$ cat config.mk
export PLATFORM = sky130hd
export DESIGN_NAME = ifc_input_function_config
export DESIGN_NICKNAME = d
export VERILOG_FILES = /design/src/hw/ifc_pin_sync.v /design/src/hw/ifc_input_function_config.v
export VERILOG_INCLUDE_DIRS = /design/src /design/src/hw
export SDC_FILE = /design/constraint.sdc
export NUM_CORES = 1
export LEC_CHECK = 0
export BUFFER_PORTS_ARGS = -buffer_cell sky130_fd_sc_hd__buf_2
export CORE_ASPECT_RATIO = 1.2
export CORE_MARGIN = 4
export CORE_UTILIZATION = 30
export CTS_BUF_LIST = sky130_fd_sc_hd__clkbuf_2
export DETAILED_ROUTE_END_ITERATION = 6
export MAX_ROUTING_LAYER = met4
export SYNTH_ARGS = -nofsm -noshare
export SYNTH_HDL_FRONTEND = slang
export SYNTH_SLANG_ARGS = --single-unit
$ cat constraint.sdc
create_clock -name clock_i -period 1.45 [get_ports clock_i]
set_input_delay 0.0725 -clock clock_i [delete_from_list [all_inputs] [get_ports clock_i]]
set_output_delay 0.0725 -clock clock_i [all_outputs]
set_load 0.01 [all_outputs]
$ cat src/hw/ifc_defs.vh
`ifndef IFC_DEFS_VH
`define IFC_DEFS_VH

// ----------------------------------------------------------------
// configuration word field positions
// ----------------------------------------------------------------
`define IFC_CFG_WIDTH        16
`define IFC_CFG_RESET        16'h0000
`define IFC_BIT_USE_PROX     11
`define IFC_BIT_USE_ENC      10
`define IFC_BIT_HOME_INDEX   9
`define IFC_FN3_MSB          8
`define IFC_FN3_LSB          6
`define IFC_FN2_MSB          5
`define IFC_FN2_LSB          3
`define IFC_FN1_MSB          2
`define IFC_FN1_LSB          0
`define IFC_FN_WIDTH         3
`define IFC_NUM_INPUTS       3
`define IFC_NUM_ENC_PINS     3

// ----------------------------------------------------------------
// timing counts
// ----------------------------------------------------------------
`define IFC_SETTLE_CYCLES    3'h5

// ----------------------------------------------------------------
// input function codes
// ----------------------------------------------------------------
`define IFC_FN_GENERAL       3'h0
`define IFC_FN_CW_LIMIT      3'h1
`define IFC_FN_CCW_LIMIT     3'h2
`define IFC_FN_START_CAPTURE 3'h3
`define IFC_FN_STOP_CAPTURE  3'h4
`define IFC_FN_ESTOP         3'h5
`define IFC_FN_HOME          3'h6
`define IFC_FN_RESERVED      3'h7

`endif

$ cat src/hw/ifc_pin_sync.v
`timescale 1ns/100ps
// ----------------------------------------------------------------
// three-stage input synchroniser; output moves once stages 2 and 3 agree
// ----------------------------------------------------------------
module ifc_pin_sync (
    input  wire clock_i,
    input  wire rst_n_i,
    input  wire pin_i,
    output reg  level_o
);
    reg s1_r;
    reg s2_r;
    reg s3_r;

    always @(posedge clock_i or negedge rst_n_i) begin
        if (!rst_n_i) begin
            s1_r    <= 1'b0;
            s2_r    <= 1'b0;
            s3_r    <= 1'b0;
            level_o <= 1'b0;
        end else begin
            s1_r <= pin_i;
            s2_r <= s1_r;
            s3_r <= s2_r;
            if (s2_r == s3_r) begin
                level_o <= s3_r;
            end
        end
    end
endmodule // ifc_pin_sync

$ cat src/hw/ifc_input_function_config.v
`timescale 1ns/100ps
`include "ifc_defs.vh"
module ifc_input_function_config (
    input  wire        clock_i,
    input  wire        rst_n_i,
    input  wire [15:0] cfg_word_i,
    input  wire        cfg_write_i,
    input  wire [2:0]  input_polarity_i,
    input  wire [2:0]  input_pin_i,
    input  wire        net_prox_flag_i,
    input  wire        homing_active_i,
    input  wire        index_move_pending_i,
    input  wire        jog_or_reg_running_i,
    input  wire        enc_a_i,
    input  wire        enc_b_i,
    input  wire        enc_index_i,
    output reg  [2:0]  input_state_o,
    output reg         cfg_valid_o,
    output reg         cfg_error_o,
    output reg         encoder_enable_o,
    output reg         home_to_index_o,
    output reg         cw_limit_o,
    output reg         ccw_limit_o,
    output reg         start_index_o,
    output reg         ctrl_stop_o,
    output reg         estop_o,
    output reg         home_ref_o,
    output reg         home_prox_o,
    output reg         capture_o,
    output reg         enc_a_o,
    output reg         enc_b_o,
    output reg         enc_index_o
);

    // ----------------------------------------------------------------
    // configuration register
    // ----------------------------------------------------------------
    reg  [15:0] cfg_r;
    wire        cfg_bad;
    wire        cfg_take;
    wire        cfg_reject;
    wire [2:0]  fn_code [0:2];

    function [2:0] field_of;
        input [15:0] w;
        input integer idx;
        begin
            case (idx)
                0:       field_of = w[`IFC_FN1_MSB:`IFC_FN1_LSB];
                1:       field_of = w[`IFC_FN2_MSB:`IFC_FN2_LSB];
                default: field_of = w[`IFC_FN3_MSB:`IFC_FN3_LSB];
            endcase
        end
    endfunction

    function fn_reserved;
        input [2:0] code;
        begin
            fn_reserved = (code == `IFC_FN_RESERVED);
        end
    endfunction

    // reserved code on any input, or index homing without encoder
    assign cfg_bad = fn_reserved(field_of(cfg_word_i, 0)) ||
                     fn_reserved(field_of(cfg_word_i, 1)) ||
                     fn_reserved(field_of(cfg_word_i, 2)) ||
                     (cfg_word_i[`IFC_BIT_HOME_INDEX] && !cfg_word_i[`IFC_BIT_USE_ENC]);

    assign cfg_take   = cfg_write_i & ~cfg_bad;
    assign cfg_reject = cfg_write_i & cfg_bad;

    // rejected writes keep the previous good word so motion stays safe
    always @(posedge clock_i or negedge rst_n_i) begin
        if (!rst_n_i) begin
            cfg_r <= `IFC_CFG_RESET;
        end else if (cfg_take) begin
            cfg_r <= cfg_word_i;
        end
    end

    // valid only ever rises; error follows the outcome of the last write
    always @(posedge clock_i or negedge rst_n_i) begin
        if (!rst_n_i) begin
            cfg_valid_o <= 1'b0;
            cfg_error_o <= 1'b0;
        end else if (cfg_reject) begin
            cfg_error_o <= 1'b1;
        end else if (cfg_take) begin
            cfg_valid_o <= 1'b1;
            cfg_error_o <= 1'b0;
        end
    end

    wire use_prox   = cfg_r[`IFC_BIT_USE_PROX];
    wire use_enc    = cfg_r[`IFC_BIT_USE_ENC];
    wire home_index = cfg_r[`IFC_BIT_HOME_INDEX] & use_enc;

    // ----------------------------------------------------------------
    // edge qualification after reset
    // ----------------------------------------------------------------
    // sync flops wake at zero, so an active-low input would look like
    // a fresh activation; edges count only once the pin path settled
    reg  [2:0] settle_cnt_r;
    wire       settled = (settle_cnt_r == `IFC_SETTLE_CYCLES);

    always @(posedge clock_i or negedge rst_n_i) begin
        if (!rst_n_i) begin
            settle_cnt_r <= 3'h0;
        end else if (!settled) begin
            settle_cnt_r <= settle_cnt_r + 3'h1;
        end
    end

    // ----------------------------------------------------------------
    // per-input sync, polarity and edge detection
    // ----------------------------------------------------------------
    wire [2:0] pin_lvl;
    wire [2:0] act;
    reg  [2:0] act_r;
    wire [2:0] rise;
    wire [2:0] edge_any;

    genvar g;
    generate
        for (g = 0; g < `IFC_NUM_INPUTS; g = g + 1) begin : g_in
            ifc_pin_sync u_sync (
                .clock_i (clock_i),
                .rst_n_i (rst_n_i),
                .pin_i   (input_pin_i[g]),
                .level_o (pin_lvl[g])
            );
            // polarity 1: active when current flows; 0: active when open
            // a polarity change while running looks like a real edge
            assign act[g]      = ~(pin_lvl[g] ^ input_polarity_i[g]);
            assign rise[g]     = settled & act[g] & ~act_r[g];
            assign edge_any[g] = settled & (act[g] ^ act_r[g]);
            assign fn_code[g]  = field_of(cfg_r, g);
        end
    endgenerate

    // ----------------------------------------------------------------
    // encoder pins
    // ----------------------------------------------------------------
    // synchronised and gated by use_enc here; counting and position latching sit downstream
    wire [2:0] enc_raw;
    wire [2:0] enc_lvl;

    assign enc_raw = {enc_index_i, enc_b_i, enc_a_i};

    generate
        for (g = 0; g < `IFC_NUM_ENC_PINS; g = g + 1) begin : g_enc
            ifc_pin_sync u_sync (
                .clock_i (clock_i),
                .rst_n_i (rst_n_i),
                .pin_i   (enc_raw[g]),
                .level_o (enc_lvl[g])
            );
        end
    endgenerate

    // ----------------------------------------------------------------
    // function decode
    // ----------------------------------------------------------------
    reg cw_nxt;
    reg ccw_nxt;
    reg start_nxt;
    reg stop_nxt;
    reg estop_nxt;
    reg home_nxt;
    reg prox_nxt;
    reg cap_nxt;
    integer i;

    // inputs sharing one function are ORed; a reserved code never
    // reaches cfg_r, so the default branch stays idle
    always @* begin
        cw_nxt    = 1'b0;
        ccw_nxt   = 1'b0;
        start_nxt = 1'b0;
        stop_nxt  = 1'b0;
        estop_nxt = 1'b0;
        home_nxt  = 1'b0;
        prox_nxt  = homing_active_i & use_prox & net_prox_flag_i;
        cap_nxt   = 1'b0;
        for (i = 0; i < `IFC_NUM_INPUTS; i = i + 1) begin
            case (fn_code[i])
                `IFC_FN_GENERAL: begin
                    // reported only, no motion effect
                end
                `IFC_FN_CW_LIMIT: begin
                    cw_nxt = cw_nxt | act[i];
                end
                `IFC_FN_CCW_LIMIT: begin
                    ccw_nxt = ccw_nxt | act[i];
                end
                `IFC_FN_START_CAPTURE: begin
                    start_nxt = start_nxt | (rise[i] & index_move_pending_i);
                    cap_nxt   = cap_nxt | (edge_any[i] & use_enc);
                end
                `IFC_FN_STOP_CAPTURE: begin
                    stop_nxt = stop_nxt | (rise[i] & jog_or_reg_running_i);
                    cap_nxt  = cap_nxt | (rise[i] & jog_or_reg_running_i & use_enc);
                end
                `IFC_FN_ESTOP: begin
                    estop_nxt = estop_nxt | rise[i];
                end
                `IFC_FN_HOME: begin
                    if (home_index) begin
                        prox_nxt = prox_nxt | act[i];
                    end else begin
                        home_nxt = home_nxt | act[i];
                    end
                end
                default: begin
                    // reserved code never loaded
                end
            endcase
        end
    end

    // ----------------------------------------------------------------
    // input state and edge history
    // ----------------------------------------------------------------
    always @(posedge clock_i or negedge rst_n_i) begin
        if (!rst_n_i) begin
            act_r         <= 3'h0;
            input_state_o <= 3'h0;
        end else begin
            act_r         <= act;
            input_state_o <= act;
        end
    end

    // ----------------------------------------------------------------
    // configuration levels
    // ----------------------------------------------------------------
    always @(posedge clock_i or negedge rst_n_i) begin
        if (!rst_n_i) begin
            encoder_enable_o <= 1'b0;
            home_to_index_o  <= 1'b0;
        end else begin
            encoder_enable_o <= use_enc;
            home_to_index_o  <= home_index;
        end
    end

    // ----------------------------------------------------------------
    // motion outputs; held off until a good word is in force
    // ----------------------------------------------------------------
    always @(posedge clock_i or negedge rst_n_i) begin
        if (!rst_n_i) begin
            cw_limit_o    <= 1'b0;
            ccw_limit_o   <= 1'b0;
            start_index_o <= 1'b0;
            ctrl_stop_o   <= 1'b0;
            estop_o       <= 1'b0;
            home_ref_o    <= 1'b0;
            home_prox_o   <= 1'b0;
            capture_o     <= 1'b0;
        end else begin
            cw_limit_o    <= cfg_valid_o & cw_nxt;
            ccw_limit_o   <= cfg_valid_o & ccw_nxt;
            start_index_o <= cfg_valid_o & start_nxt;
            ctrl_stop_o   <= cfg_valid_o & stop_nxt;
            estop_o       <= cfg_valid_o & estop_nxt;
            home_ref_o    <= cfg_valid_o & home_nxt;
            home_prox_o   <= cfg_valid_o & prox_nxt;
            capture_o     <= cfg_valid_o & cap_nxt;
        end
    end

    // ----------------------------------------------------------------
    // encoder pins; gated off when unused
    // ----------------------------------------------------------------
    always @(posedge clock_i or negedge rst_n_i) begin
        if (!rst_n_i) begin
            enc_a_o     <= 1'b0;
            enc_b_o     <= 1'b0;
            enc_index_o <= 1'b0;
        end else begin
            enc_a_o     <= use_enc & enc_lvl[0];
            enc_b_o     <= use_enc & enc_lvl[1];
            enc_index_o <= use_enc & enc_lvl[2];
        end
    end

endmodule // ifc_input_function_config

# After elaboration in Yosys (flattened, before gate mapping)
# Cells that the tools add are included.
[totals]
ff_bits = 57
latchBits = 0
ram_bits = 0
rom_bits = 0
in_bits = 32
out_inout_bits = 18
n_memories = 0
[classes]
addsub = 1
n_mul = 0
div_mod_pow = 0
n_lt_le_gt_ge = 0
eq_ne = 28
n_shift = 0
muxes = 32
n_bitwise = 70
reduce_logical = 7
[op_table]
columns = ["op", "n"]
rows = [
  ["$eq 3x3->1 const B", 13],
  ["$and 1x1->1", 37],
  ["$mux 1", 29],
  ["$or 1x1->1", 19],
  ["$eq 3x2->1 const B", 6],
  ["$eq 3x1->1 const B", 3],
  ["$not 1->1", 8],
  ["$eq 1x1->1", 6],
  ["$pmux 1 s2", 3],
  ["$xor 1x1->1", 6],
  ["$add 3x1->3 const B", 1],
  ["$logic_or 1x1->1", 3],
  ["$reduce_and 2->1", 1],
  ["$reduce_bool 2->1", 1],
  ["$logic_and 1x1->1", 1],
  ["$logic_not 1->1", 1],
]

# Depth between registers and ports, before layout
[logic_depth]
ltp_word = 12
mapped_depth = 6

# Cells and area by module
# Synthesis repeated with hierarchy kept, for this count alone.
[hier_totals]
hier_cells = 160
hier_area_um2 = 2138.3
[modules_own_cells]
columns = ["module", "instances", "cells_each", "area_per_inst_um2", "seq_area_each_um2"]
rows = [
  ["ifc_input_function_config", 1, 130, 1470.2, 825.8],
  ["ifc_pin_sync", 6, 5, 111.4, 100.1],
]

# Least setup slack after synthesis
# No wires, ideal clock.
[synth_timing]
path_kind = "register -> register"
start = "reg settle_cnt_r[0]"
end = "reg capture_o"
arrival_time_ns = 1.383
setup_slack_ns = -0.059
path_stages_with_launch = 6
path_buffers = 0
synth_period_minus_slack_ns = 1.509
cell_sequence = "dfrtp_1 ha_1 nand2_1 nor4b_1 a211o_1 o311a_1"
[synth_between]
elab_chain_cells = 11
[synth_rtl]
columns = ["item", "line_no", "source"]
rows = [
  ["start, declared", "ifc_input_function_config.v:103", "reg [2:0] settle_cnt_r;"],
  ["start signal, assigned", "ifc_input_function_config.v:110", "settle_cnt_r <= settle_cnt_r + 3'h1;"],
  ["$eq 3x3->1 (no line) *", "n/a", ""],
  ["$and 1x1->1 (2 in series)", "ifc_input_function_config.v:135", "assign rise[g] = settled & act[g] & ~act_r[g];"],
  ["$and 1x1->1 (2 in series)", "ifc_input_function_config.v:202", "cap_nxt = cap_nxt | (rise[i] & jog_or_reg_running_i & use_enc);"],
  ["$pmux 1 s2", "ifc_input_function_config.v:186", "case (fn_code[i])"],
  ["$or 1x1->1, on equally long branches", "ifc_input_function_config.v:202, ifc_input_function_config.v:198", ""],
  ["$pmux 1 s2", "ifc_input_function_config.v:186", ""],
  ["$or 1x1->1, on equally long branches", "ifc_input_function_config.v:202, ifc_input_function_config.v:198", ""],
  ["$pmux 1 s2 *", "ifc_input_function_config.v:186", ""],
  ["$and 1x1->1 *", "ifc_input_function_config.v:268", "capture_o <= cfg_valid_o & cap_nxt;"],
  ["end signal, assigned", "ifc_input_function_config.v:268", ""],
  ["end, declared", "ifc_input_function_config.v:29", "output reg capture_o,"],
]
# Mark *: on every way between the ends. The rest lies on a longest branch, timed or not.
# A chain may end at the register's enable or synchronous reset.

# Final worst setup path
[layout_timing]
start = "reg settle_cnt_r[1]"
end = "reg capture_o"
# The elaborated chain is that of the path after synthesis.

==> results.md <==
* Share of cells above drive strength 1 at 0.405
* Psw at 1.02 mW
* DRC viols at 0
* Final setup vio count at 1
* I/O pin cnt at 50
* Initial antenna violation count at 0
* Clock network power share at 0.261
* Crit path DAT at about 1900 ps
* Critical-path top delay cell: dfrtp_1
* Synth Flop Type: dfrtp_1
* Worst slew pin tran at 321 ps
* Initial Utilization at 0.312
* Synth warn at 0
* Period minus WS final at 1490 ps
* Vias/cell at 4.49
* Max_cap viols at 0
* Netlist cell types at 35
* Clock Skews at 16.1 ps
* Placed cells at 304
* # clock sinks at 57
* CTS tree: built
* Largest cells by area after synthesis: dfrtp_1 (66%), mux2_2 (5.2%), maj3_1 (2.8%)
* Dpl ws at -64.8 ps
* Clock tree buffer depth at 2
* Post-synth EDFFs at 0
* Buffers & Inverters on Critical Path at 1
* Combinational share of power at 0.194
* Largest net degree at the start of global routing at 58
* H-tree depth at 3
* Req. time, crit path at 1810 ps
* Die W at 85.3 um
* Pint at between 2 and 3 mW
* Core ar. at 6900 um^2
* LEAKAGE at 1.43 nW
* Syn avg cell area at 13.8 um^2
* Failing checks: setup timing
* Root Driver: clkbuf_2
* Flops & latches, synth at 57
* Worst Path Max Fanout at 5
* CP cell instances: inv_2 -> ha_4 -> nand4b_1 -> nor4_1 -> a211o_1 -> o311a_1
* First-pass DRT Iterations at 4
* Synth area leader: dfrtp_1
* HPWL Detailed at 3370 um
* Avg WL per Cell at between 10 and 15 um
* Top Family by Delay on Critical Path: compound AO/OA/AOI/OAI gates
* Mapped Nets at between 150 and 200
* Hold Path Class: in2reg
* Top-count cell post-synth: dfrtp_1
* Asr flop ratio synth at 1.00
* Slew margin rel. at 0.784
* Antenna-violating nets left at 0
* Via count at between 1500 and 2000
* Critical Path Sink Type: register
* Final WL at 4830 um
* N_diodes at 0
* Slew Viols, Final at 0
* Max Clock Freq at 0.672 GHz
* Gr usage total at 0.132
* PortBufs at 45
* Final WS setup at -37.9 ps
* Vias in the first global route at 1703
* TritonCTS Buffers at 9
* RSZ-0062 raised after global routing: yes
* Status: finished, violations left
* Post-synthesis cell count at 156
* Most frequent cells after synthesis: dfrtp_1 (57), nor2_1 (11), mux2_2 (10)
* Std cell rows at 33
* Peak supply drop at between 0.6 and 0.7 mV
* Clock-pin slew on the worst setup and hold paths at between 150 and 200 ps
* Die area at 8590 um^2
* First-pass GRT wire length at 8360 um
* Die Height at 101 um
* DRT iter0 DRCs at 90
* Area growth from synthesis to final layout at 43.0%
* GPL Wtd Cong at 0.803
* Top-area cell type share of the netlist area at 0.664
* Setup TNS at -37.9 ps
* Setup crit start kind: register
* Fin crit share at 1.03
* Register area share after synthesis at 0.664
* Cell Count, Final, Fillers Out at ~350
* Flop pwr share at 0.546
* Net Sw Frac at 0.289
* Final Hold Fails at 0
* CP max stage delay at 390 ps
* Post-Syn Area at 2150 um^2
* Grt ovf at 0
* P per Cell Area at 1150 nW/um^2
* Final nets at 289
* Kind of critical path: reg2reg
* Clock latency on the worst-skew pair at between 400 and 500 ps
-- registers in the layout, indices dropped and copies added (netlist names), 3 cells and up --
signal / flops
act_r: 3
cfg_r: 12
g_enc.u_sync.level_o: 3
g_enc.u_sync.s1_r: 3
g_enc.u_sync.s2_r: 3
g_enc.u_sync.s3_r: 3
g_in.u_sync.level_o: 3
g_in.u_sync.s1_r: 3
g_in.u_sync.s2_r: 3
g_in.u_sync.s3_r: 3
settle_cnt_r: 3
-- tightest hold or removal path: stages --
cell and delay [ps]:
buf_2 130, xor2_4 110, buf_4 140, inv_1 40
-- path summary, 6_finish.rpt --
kind                                      start                     end  slack [ps]  depth (start not counted)
max                             settle_cnt_r[1]               capture_o         -40                          6
max reg2reg                     settle_cnt_r[1]               capture_o         -40                          6
min                         input_polarity_i[2]                act_r[2]          50                          4
max in group asynchronous               rst_n_i  g_in[2].u_sync.level_o        1070                          3
min in group asynchronous               rst_n_i    g_enc[2].u_sync.s3_r         120                          3
min reg2reg                g_enc[0].u_sync.s1_r    g_enc[0].u_sync.s2_r         360                          0
-- power groups by stage --
stage               Sequential [mW]  Combinational, mW  Clock [mW]
finish                         1.93              0.684       0.922
global route                   1.96              0.763        1.04
CTS                            1.93              0.682       0.967
detailed placement             1.95              0.605           0
global placement               1.95              0.595           0
floorplan                      1.95              0.273           0
-- cell type report --
class	count	area (um^2)
timing repair buffer	89	628
clock inverter	6	50.0
clock buffer	9	45.0
fill	648	3820
sequential	57	1430
tap	87	109
inverter	7	26.3
multi-input combinational	91	788
-- cells by family (layout without fill, tap and decap cells) --
family | Yosys count | after routing | share of synthesized area
flip-flops | 57 | 57 | 0.664
AND/OR/NAND/NOR | 54 | 54 | 0.151
AO/OA/AOI/OAI | 12 | 12 | 0.0437
multiplexers | 10 | 10 | 0.0524
adder cells (fa/ha/maj) | 8 | 8 | 0.0396
buffers and inverters | 8 | 111 | 0.0146
XOR/XNOR | 7 | 7 | 0.0355
-- per-stage QoR --
stage / power [mW] / hold WS [ps] / util / instance area (um^2)
6_report: 3.53 / 46.4 / 0.446 / 3070
5_1_grt: 3.77 / 17.7 / 0.446 / 3070
4_1_cts: 3.58 / 17.2 / 0.441 / 3040
3_5_place_dp: 2.56 / 101 / 0.382 / 2640
3_3_place_gp: 2.54 / 92.1 / 0.382 / 2640
2_1_floorplan: 2.23 / -223 / - / 2170
-- what timing repair did --
action,4_1_cts,5_1_grt
pin swaps,5,1
setup buffers,1,2
hold endpoints to repair,79,0
setup endpoints to repair,6,9
hold buffers,24,0
resized for setup,12,5
cloned,0,0
-- metal layers --
metal	global-route usage	share of wire	routed length, um	vias to the layer above
li1	-	-	-	752
met1	0.158	0.44	2100	755
met2	0.202	0.49	2350	36
met3	0.0401	0.051	244	12
met4	0.0682	0.028	137	0
met5	-	0	0	-
-- placed cells by master, fill, tap and decap left out, types with 3 or more instances in the layout --
master | Yosys | final
dfrtp_1 | 57 | 56
buf_2 | 1 | 45
dlygate4sd3_1 | 0 | 24
buf_4 | 0 | 19
nor2_1 | 11 | 11
mux2_2 | 10 | 10
clkbuf_2 | 0 | 9
nor3_1 | 7 | 7
maj3_1 | 6 | 6
inv_1 | 7 | 5
nor4b_1 | 6 | 4
nand4b_1 | 4 | 4
clkinv_1 | 0 | 4
nand2b_1 | 3 | 3
nand2_1 | 4 | 3
and2_1 | 4 | 3
Power figures use the tool's default switching activity.
